File: src/hdl/adc_iface_consts.vh
// Constants shared by the converter interface and its result queue.
// Assumes it is included by bare name from files under hdl/.
`ifndef ADC_IFACE_CONSTS_VH
`define ADC_IFACE_CONSTS_VH
// Output format and serial clock selection (two-bit strap code).
`define FMT_BYTE_GATED  2'h0
`define FMT_BYTE_CONT   2'h1
`define FMT_WORD        2'h2
// Result and serial word sizes.
`define RES_BITS        12
`define SER_BITS        16
`define LEAD_ZERO_BITS  4
`define BYTE_BITS       8
`define SER_CNT_W       5
`define SER_CNT_LAST    5'h10
// Queue sizing.
`define QUEUE_DEPTH     4
`define QUEUE_AW        2
// Reset values.
`define RES_RESET       12'h000
`define SER_RESET       16'h0000
`endif

File: src/hdl/result_queue.v
// Small first-in first-out queue of conversion results held in flip-flops.
// Assumes one clock and an asynchronous active-low reset shared with its user.
`timescale 1ns/10ps
`default_nettype none
module result_queue #(
  parameter WIDTH = 12,
  parameter DEPTH = 4,
  parameter AW    = 2
) (
  input  wire             clk,
  input  wire             rst_n,
  input  wire             in_valid,
  output wire             in_ready,
  input  wire [WIDTH-1:0] in_data,
  output wire             out_valid,
  input  wire             out_ready,
  output wire [WIDTH-1:0] out_data
);
  reg [WIDTH-1:0] mem_q [0:DEPTH-1];
  reg [AW-1:0]    wr_ptr_q;
  reg [AW-1:0]    rd_ptr_q;
  reg [AW:0]      count_q;
  wire            push;
  wire            pop;
  integer         i;

  assign in_ready  = (count_q != DEPTH[AW:0]);
  assign out_valid = (count_q != {(AW+1){1'b0}});
  assign out_data  = mem_q[rd_ptr_q];
  assign push      = in_valid & in_ready;
  assign pop       = out_valid & out_ready;

  always @(posedge clk or negedge rst_n) begin
    if (!rst_n) begin
      wr_ptr_q <= {AW{1'b0}};
      rd_ptr_q <= {AW{1'b0}};
      count_q  <= {(AW+1){1'b0}};
      for (i = 0; i < DEPTH; i = i + 1) begin
        mem_q[i] <= {WIDTH{1'b0}};
      end
    end else begin
      if (push) begin
        mem_q[wr_ptr_q] <= in_data;
        wr_ptr_q        <= wr_ptr_q + {{(AW-1){1'b0}}, 1'b1};
      end
      if (pop) begin
        rd_ptr_q <= rd_ptr_q + {{(AW-1){1'b0}}, 1'b1};
      end
      if (push & ~pop) begin
        count_q <= count_q + {{AW{1'b0}}, 1'b1};
      end else if (pop & ~push) begin
        count_q <= count_q - {{AW{1'b0}}, 1'b1};
      end
    end
  end
endmodule
`default_nettype wire

File: src/hdl/adc_host_interface.v
// Digital host interface of a 12-bit sampling converter: start, done/wait, parallel and serial output.
// Assumes all pins come from outside the clk domain; the conversion clock is sampled like any pin.
// Summary of operation
// Mode 1: done line goes low after conversion.
// Host never reads while converting.
// Host may decode a write into start.
// Format strap 0 V selects byte output.
// Slow memory: first read waits for conversion.
// Only the first byte read waits.
// Serial lines are open drain, pull low.
// Gated clock: serial lines off when idle.
// First serial bit valid on first fall.
// Sixteen bits shift out during conversion.
// Strap -5 V: serial clock runs freely.
// Result is 12 bits, 4096 codes.
// Serial word: four zeros, then MSB first.
// Done line released on read falling edge.
// Byte read: low eight, or zero-padded high nibble.
// Slow memory: chip select with low byte starts.
`include "adc_iface_consts.vh"
`timescale 1ns/10ps
`default_nettype none
module adc_host_interface #(
  parameter RES_W = `RES_BITS,
  parameter SER_W = `SER_BITS
) (
  input  wire             clk,
  input  wire             rst_n,
  input  wire             conv_clk,
  input  wire [1:0]       format_select,
  input  wire             convert_start_n,
  input  wire             cs_n,
  input  wire             rd_n,
  input  wire             msb_or_byte_select_pin,
  input  wire [RES_W-1:0] sample_code,
  output reg  [RES_W-1:0] data_out,
  output reg              data_oe_n,
  output reg              busy_int_n,
  output reg              serial_clock_oe_n,
  output reg              serial_data_oe_n,
  output reg              serial_frame_strobe_oe_n
);
  localparam ST_IDLE = 2'h0;
  localparam ST_CONV = 2'h1;
  localparam ST_PUSH = 2'h2;

  // Two-stage synchronisers; stage one feeds stage two only.
  reg [6:0]       pin_meta_q;
  reg [6:0]       pin_q;
  reg [RES_W-1:0] code_meta_q;
  reg [RES_W-1:0] code_q;
  reg             cclk_prev_q;
  reg             cstart_prev_q;
  reg             cs_prev_q;
  wire            cclk_s   = pin_q[0];
  wire            cstart_s = pin_q[1];
  wire            cs_s     = pin_q[2];
  wire            rd_s     = pin_q[3];
  wire            hbs_s    = pin_q[4];
  wire [1:0]      fmt_s    = pin_q[6:5];
  wire            cclk_rise = cclk_s & ~cclk_prev_q;
  wire            cclk_fall = ~cclk_s & cclk_prev_q;

  reg [1:0]           state_q;
  reg [SER_W-1:0]     shift_q;
  reg [`SER_CNT_W-1:0] bit_cnt_q;
  reg                 bit_q;
  reg [RES_W-1:0]     held_q;
  reg [RES_W-1:0]     latch_q;
  reg                 fresh_q;
  reg                 slow_mode_q;
  reg                 read_seen_q;

  wire             q_in_ready;
  wire             q_out_valid;
  wire [RES_W-1:0] q_out_data;

  wire high_byte_select = hbs_s;
  wire rd_active   = ~cs_s & ~rd_s;
  wire converting  = (state_q != ST_IDLE);
  // A new start is refused while the queue is full, so results are never dropped.
  // The low phase of a start pulse looks like slow mode, so the rising edge alone decides here.
  wire start_fast  = cstart_s & ~cstart_prev_q & cs_s;
  wire start_slow  = ~cstart_s & ~cs_s & cs_prev_q & ~high_byte_select;
  wire start_go    = (state_q == ST_IDLE) & q_in_ready & (start_fast | start_slow);
  // The latch is refilled only outside a read, so bytes of one word never mix.
  // A slow-mode read is the exception: it is held waiting for exactly this result.
  wire latch_load  = q_out_valid & ~fresh_q & (~rd_active | slow_mode_q);
  wire data_ready  = ~converting & ~latch_load & ~q_out_valid;
  wire read_take   = rd_active & ~read_seen_q & ~converting & fresh_q;
  wire serial_fmt  = (fmt_s != `FMT_WORD);
  // The frame opens at the first shift, so no falling edge inside it comes before a valid bit.
  wire frame_on    = (state_q == ST_CONV) & (bit_cnt_q != {`SER_CNT_W{1'b0}});

  function [RES_W-1:0] read_word;
    input [1:0]       fmt;
    input             hbs;
    input [RES_W-1:0] word;
    begin
      if (fmt == `FMT_WORD) begin
        read_word = word;
      end else if (hbs) begin
        read_word = {{(RES_W-`LEAD_ZERO_BITS){1'b0}}, word[RES_W-1:`BYTE_BITS]};
      end else begin
        read_word = {{(RES_W-`BYTE_BITS){1'b0}}, word[`BYTE_BITS-1:0]};
      end
    end
  endfunction

  result_queue #(
    .WIDTH (RES_W),
    .DEPTH (`QUEUE_DEPTH),
    .AW    (`QUEUE_AW)
  ) u_queue (
    .clk       (clk),
    .rst_n     (rst_n),
    .in_valid  (state_q == ST_PUSH),
    .in_ready  (q_in_ready),
    .in_data   (held_q),
    .out_valid (q_out_valid),
    .out_ready (latch_load),
    .out_data  (q_out_data)
  );

  always @(posedge clk or negedge rst_n) begin
    if (!rst_n) begin
      pin_meta_q    <= 7'h7E;
      pin_q         <= 7'h7E;
      code_meta_q   <= `RES_RESET;
      code_q        <= `RES_RESET;
      cclk_prev_q   <= 1'b0;
      cstart_prev_q <= 1'b1;
      cs_prev_q     <= 1'b1;
    end else begin
      pin_meta_q    <= {format_select, msb_or_byte_select_pin, rd_n, cs_n, convert_start_n, conv_clk};
      pin_q         <= pin_meta_q;
      code_meta_q   <= sample_code;
      code_q        <= code_meta_q;
      cclk_prev_q   <= cclk_s;
      cstart_prev_q <= cstart_s;
      cs_prev_q     <= cs_s;
    end
  end

  // Conversion engine: one serial bit per conversion clock period.
  always @(posedge clk or negedge rst_n) begin
    if (!rst_n) begin
      state_q     <= ST_IDLE;
      shift_q     <= `SER_RESET;
      bit_cnt_q   <= {`SER_CNT_W{1'b0}};
      bit_q       <= 1'b1;
      held_q      <= `RES_RESET;
      slow_mode_q <= 1'b0;
    end else begin
      case (state_q)
        ST_IDLE: begin
          bit_q <= 1'b1;
          if (start_go) begin
            held_q      <= code_q;
            shift_q     <= {{`LEAD_ZERO_BITS{1'b0}}, code_q};
            bit_cnt_q   <= {`SER_CNT_W{1'b0}};
            slow_mode_q <= start_slow;
            state_q     <= ST_CONV;
          end else if (~cstart_s & cs_s) begin
            slow_mode_q <= 1'b1;
          end else if (cstart_s) begin
            slow_mode_q <= 1'b0;
          end
        end
        ST_CONV: begin
          if (cclk_rise & (bit_cnt_q != `SER_CNT_LAST)) begin
            bit_q     <= shift_q[SER_W-1];
            shift_q   <= {shift_q[SER_W-2:0], 1'b0};
            bit_cnt_q <= bit_cnt_q + {{(`SER_CNT_W-1){1'b0}}, 1'b1};
          end else if (cclk_fall & (bit_cnt_q == `SER_CNT_LAST)) begin
            state_q <= ST_PUSH;
          end
        end
        ST_PUSH: begin
          bit_q   <= 1'b1;
          state_q <= ST_IDLE;
        end
        default: begin
          state_q <= ST_IDLE;
        end
      endcase
    end
  end

  // Output latch, done/wait line and parallel read path.
  always @(posedge clk or negedge rst_n) begin
    if (!rst_n) begin
      latch_q     <= `RES_RESET;
      fresh_q     <= 1'b0;
      read_seen_q <= 1'b0;
      busy_int_n  <= 1'b1;
      data_out    <= `RES_RESET;
      data_oe_n   <= 1'b1;
    end else begin
      read_seen_q <= rd_active;
      if (latch_load) begin
        latch_q <= q_out_data;
        fresh_q <= 1'b1;
      end else if (read_take) begin
        fresh_q <= 1'b0;
      end
      if (slow_mode_q) begin
        busy_int_n <= ~(converting | ~data_ready);
      end else begin
        busy_int_n <= ~(fresh_q | latch_load);
      end
      // In slow mode the first read holds off until the result lands; a later byte read drives at once if fresh_q is set, else one cycle after read_seen_q sets.
      if (rd_active & data_ready & (fresh_q | read_seen_q | ~slow_mode_q)) begin
        data_oe_n <= 1'b0;
        data_out  <= read_word(fmt_s, high_byte_select, latch_q);
      end else begin
        data_oe_n <= 1'b1;
        data_out  <= `RES_RESET;
      end
    end
  end

  // Serial lines only ever pull low; an enable low means the pin is pulled down.
  always @(posedge clk or negedge rst_n) begin
    if (!rst_n) begin
      serial_clock_oe_n        <= 1'b1;
      serial_data_oe_n         <= 1'b1;
      serial_frame_strobe_oe_n <= 1'b1;
    end else begin
      if (serial_fmt & ((fmt_s == `FMT_BYTE_CONT) | frame_on)) begin
        serial_clock_oe_n <= cclk_s;
      end else begin
        serial_clock_oe_n <= 1'b1;
      end
      serial_data_oe_n         <= ~(serial_fmt & (state_q == ST_CONV) & ~bit_q);
      serial_frame_strobe_oe_n <= ~(serial_fmt & frame_on);
    end
  end
endmodule
`default_nettype wire

File: config.mk
export PLATFORM = sky130hd
export DESIGN_NAME = adc_host_interface
export DESIGN_NICKNAME = d
export VERILOG_FILES = /design/src/hdl/result_queue.v /design/src/hdl/adc_host_interface.v
export VERILOG_INCLUDE_DIRS = /design/src /design/src/hdl
export SDC_FILE = /design/constraint.sdc
export NUM_CORES = 1
export LEC_CHECK = 0
export BUFFER_PORTS_ARGS = -buffer_cell sky130_fd_sc_hd__buf_2
export CAP_MARGIN = 30
export CORE_MARGIN = 10
export CORE_UTILIZATION = 54
export DETAILED_ROUTE_END_ITERATION = 10
export PLACE_DENSITY = 0.78
export SYNTH_ARGS = -nofsm -noshare
export SYNTH_HDL_FRONTEND = slang
export SYNTH_SLANG_ARGS = --single-unit
File: constraint.sdc
create_clock -name clk -period 2.5 [get_ports clk]
set_input_delay 0.125 -clock clk [delete_from_list [all_inputs] [get_ports clk]]
set_output_delay 0.125 -clock clk [all_outputs]
set_load 0.05 [all_outputs]
==> summary.txt <==
Status
  – Run status: finished, final reports clean

Finish
  – Commonest cells after routing, fill and taps aside: 144 x sky130_fd_sc_hd__dfrtp_1, 64 x sky130_fd_sc_hd__mux2_2, 36 x sky130_fd_sc_hd__buf_2, 25 x sky130_fd_sc_hd__nand3_1
  – Number of filler cells placed in the layout: between 800 and 900
  – Final antenna diode count: 0
  – Area growth syn-to-layout: 18.3%
  – Most common library cell in the layout ignoring fill and taps: sky130_fd_sc_hd__dfrtp_1
  – Final-stage net count: approximately 520
  – Share of cells above drive strength 1: between 30% and 40%
  – Post-route cell area: approximately 0.0075 mm^2

Die
  – CORE AREA: 0.0114 mm^2
  – Die boundary height: 128 um
  – Die Outline Area: roughly 0.016 mm^2
  – Width of the die: 128 um
  – Effective utilization at floorplan: 55.4%
  – Number of cell rows: 39
  – Count of pins on the block boundary: 38

Drt
  – DR iter-0 viols: around 260
  – Highest routed layer: met4
  – Routed length on met2: 5370 um
  – Post-route DRC: 0
  – Via count: about 3500
  – Met3 Wirelength: between 400 and 500 um
  – Wire per inst: between 15 and 20 um
  – M1 wire length: between 4000 and 5000 um
  – Post-DRT Antenna Nets: 0
  – Ratio of routed vias to standard cells: ~5.5
  – First-pass iteration count of the detailed router: 4
  – Drt total wl: about 11000 um

Synth
  – Synth Net Count: 449
  – Xor-xnor portion of the synthesized cell area: 1.11%
  – Post-synthesis cell count: 420
  – Number of synthesized register bits: between 150 and 200
  – Yosys warnings: 0
  – Number of flops mapped to enable cells by yosys: 0
  – Area fraction in compound gates after synthesis: ~3.4%
  – Post-synthesis simple-gate area fraction: between 6 and 7%
  – Post-synthesis sequential area ratio: about 65%
  – Combinational family with the most area after synthesis: multiplexers
  – Dominant synthesized flop cell: sky130_fd_sc_hd__dfrtp_1
  – Number of distinct library cells after synthesis: 46
  – Adder-cell area share of the yosys netlist: 1.70%
  – Average cell area after synthesis: ~15 um^2
  – Post-synth ARST share: 100%
  – Share of synthesized area spent on multiplexers: roughly a fifth
  – Area of the mapped netlist: 0.00632 mm^2

STA
  – Remaining max-slew budget at the tightest pin: approximately 56%
  – Worst Max-Slew Pin Slew: 0.660 ns
  – Number of pins with negative max-slew slack in the final report: 0
  – Setup repair after global routing missed its margin: no
  – Hold Violations, Final: 0
  – Setup violators final: 0
  – Setup clock skew after layout: around 0.0074 ns
  – Upper clock frequency limit: ~450 MHz
  – Post-Route Setup TNS: 0 ns
  – Period minus WS final: 2.24 ns
  – Final Cycle Share: 89.7%
  – Worst Setup Slack, final: about 0.26 ns

Power and ir drop
  – Clk network pwr share: 35.7%
  – Internal portion of total power: between 5 and 6 mW
  – Power share of the sequential group: 48.3%
  – Power density of the placed cells: 948 mW/mm^2
  – Final total power: between 7 and 8 mW
  – Max IR drop VDD: around 0.00044 V
  – Part of the power in combinational logic: between 15 and 20%
  – Net switching power figure: 2.00 mW
  – Leakage dissipation: approximately 3.6 nW
  – Sw Ratio: 28.3%

Clock tree
  – Clock transition time at the flip-flop clock pins of the worst setup and hold paths: roughly 0.060 ns
  – Clk Tree Root Cell: sky130_fd_sc_hd__clkbuf_16
  – Number of CTS-inserted buffers: 17
  – Clock latency reported for the late side of the worst-skew pair: about 0.42 ns
  – Number of sinks handled by clock tree synthesis: 164
  – Post-CTS setup buffers: 0
  – Maximum root-to-sink buffer count: 2
  – H-tree level count: 4
  – TritonCTS clock tree: done

Setup path
  – Source of the critical timing path: u_queue.count_q[2]
  – Crit path to: u_queue.count_q[2]
  – Maximum fanout encountered on the critical timing path: 8
  – Reg2Reg Depth: 8
  – Reg2reg setup slack: 0.26 ns
  – Beginning of the worst register-to-register path: u_queue.count_q[2]
  – CP arrival: between 2 and 3 ns
  – Startpoint type of the worst setup path: register
  – Sort of element at the end of the critical path: register
  – Kind of critical path: register to register
  – Endpoint of the lowest-slack register-to-register path: u_queue.count_q[2]
  – Worst path required time: 2.84 ns

Global routing
  – Number of antenna violations at the first check in global routing: 0
  – Maximum number of pins on one net before global-route repair: 76
  – Total routing resource utilization after global routing: 14.1%
  – Via count of the first global-routing pass: 3761
  – Global-route wire length before repair: 18700 um
  – Overflow left after global routing: 0

Placement
  – Area after detailed placement: 0.00670 mm^2
  – Placer congestion estimate: roughly 0.75
  – IO buf count: 37
  – Post-detailed-placement half-perimeter wirelength: 7080 um
  – Pre-CTS setup slack: ~0.25 ns

Run
  – Max-cap violations: 0

Min path
  – Worst min-delay path category: primary input to asynchronous set/reset pin
-- how the worst min path moves through the flow --
stage                from              to  slack, ns  cells after the start
finish              rst_n  code_meta_q[5]       0.22                      2
global placement    rst_n  code_meta_q[5]       0.09                      1
floorplan           rst_n    bit_cnt_q[0]      -0.17                      0
detailed placement  rst_n  code_meta_q[5]       0.11                      1
global route        rst_n  code_meta_q[5]       0.26                      2
CTS                 rst_n  code_meta_q[5]       0.22                      2
-- critical path, stage by stage, from the launching register on --
cell,delay (ns)
sky130_fd_sc_hd__dfrtp_1,0.41
sky130_fd_sc_hd__nor3b_1,0.17
sky130_fd_sc_hd__nor3b_2,0.42
sky130_fd_sc_hd__ha_1,0.28
sky130_fd_sc_hd__inv_1,0.06
sky130_fd_sc_hd__fa_1,0.37
sky130_fd_sc_hd__xor2_1,0.17
sky130_fd_sc_hd__nor2_1,0.13
sky130_fd_sc_hd__xor2_1,0.16
-- synth_stat cells, types with 2 or more instances --
cell type / n / area (um^2)
sky130_fd_sc_hd__xor2_1: 5 / 43.8
sky130_fd_sc_hd__dfstp_2: 20 / 526
sky130_fd_sc_hd__o2bb2ai_1: 2 / 17.5
sky130_fd_sc_hd__nand2b_1: 2 / 12.5
sky130_fd_sc_hd__mux2_4: 9 / 135
sky130_fd_sc_hd__o21ai_1: 6 / 30.0
sky130_fd_sc_hd__mux4_2: 12 / 270
sky130_fd_sc_hd__and3_1: 4 / 25.0
sky130_fd_sc_hd__o21ai_0: 13 / 65.1
sky130_fd_sc_hd__a21oi_1: 6 / 30.0
sky130_fd_sc_hd__mux2_2: 64 / 721
sky130_fd_sc_hd__inv_1: 14 / 52.6
sky130_fd_sc_hd__nor2_1: 8 / 30.0
sky130_fd_sc_hd__xnor2_1: 3 / 26.3
sky130_fd_sc_hd__nor3_1: 3 / 15.0
sky130_fd_sc_hd__buf_6: 2 / 22.5
sky130_fd_sc_hd__buf_2: 4 / 20.0
sky130_fd_sc_hd__nand3_1: 25 / 125
sky130_fd_sc_hd__dfrtp_1: 144 / 3600
sky130_fd_sc_hd__clkbuf_1: 10 / 37.5
sky130_fd_sc_hd__ha_1: 7 / 87.6
sky130_fd_sc_hd__mux2i_1: 12 / 120
sky130_fd_sc_hd__nand2_1: 17 / 63.8
sky130_fd_sc_hd__and2_1: 5 / 31.3
sky130_fd_sc_hd__nor3b_1: 2 / 15.0
-- through the flow --
step                utilization, %  hold WS [ns]  std cells
floorplan                        -        -0.171        420
global placement              58.7        0.0918        594
detailed placement            58.7         0.105        594
CTS                           65.5         0.223        646
global route                  65.5         0.262        646
finish                        65.5         0.220        646
-- flip-flops by register name (all words and copies together) (netlist names), 2 cells and up --
signal and count:
bit_cnt_q 5, code_meta_q 12, u_queue.count_q 3, code_q 12
held_q 12, u_queue.wr_ptr_q 2, u_queue.mem_q 48, state_q 2
pin_q 7, shift_q 16, data_out 12, pin_meta_q 7
latch_q 12, u_queue.rd_ptr_q 2
-- layer usage --
metal | vias to the layer above | GRT usage, %
li1 | 1624 | -
met2 | 53 | 22.2
met5 | - | 0
met1 | 1857 | 17.9
met4 | 0 | 4.57
met3 | 13 | 4.71
-- cell type report --
| cell class | count | area [um^2] | share of cell area (%) |
|---|---|---|---|
| inverter | 14 | 52.6 | 0.703 |
| timing repair buffer | 69 | 494 | 6.61 |
| clock inverter | 14 | 153 | 2.04 |
| sequential | 164 | 4130 | 55.2 |
| clock buffer | 18 | 429 | 5.74 |
| multi-input combinational | 224 | 2040 | 27.3 |
| tap | 143 | 179 | 2.39 |
-- kinds of logic (layout without fill, tap and decap cells) --
group           Yosys count  count (layout)
flops                   164             164
mux                      97              97
simple gates             75              75
compound gates           36              36
buf+inv                  32             115
fa+ha+maj                 8               8
xor+xnor                  8               8
-- power by group through the flow --
stage               Combinational [mW]  Sequential, mW  Clock (mW)
floorplan                        0.817            3.40           0
global placement                  1.07            3.42           0
detailed placement                1.12            3.46           0
CTS                               1.16            3.42        2.58
global route                      1.26            3.48        2.68
finish                            1.13            3.42        2.53
-- repair_timing --
action / in CTS / in global routing
gates resized for setup: 0 / 0
hold buffers: 20 / 0
setup endpoints to repair: 0 / 0
hold endpoints to repair: 66 / 0
Power figures use the tool's default switching activity.
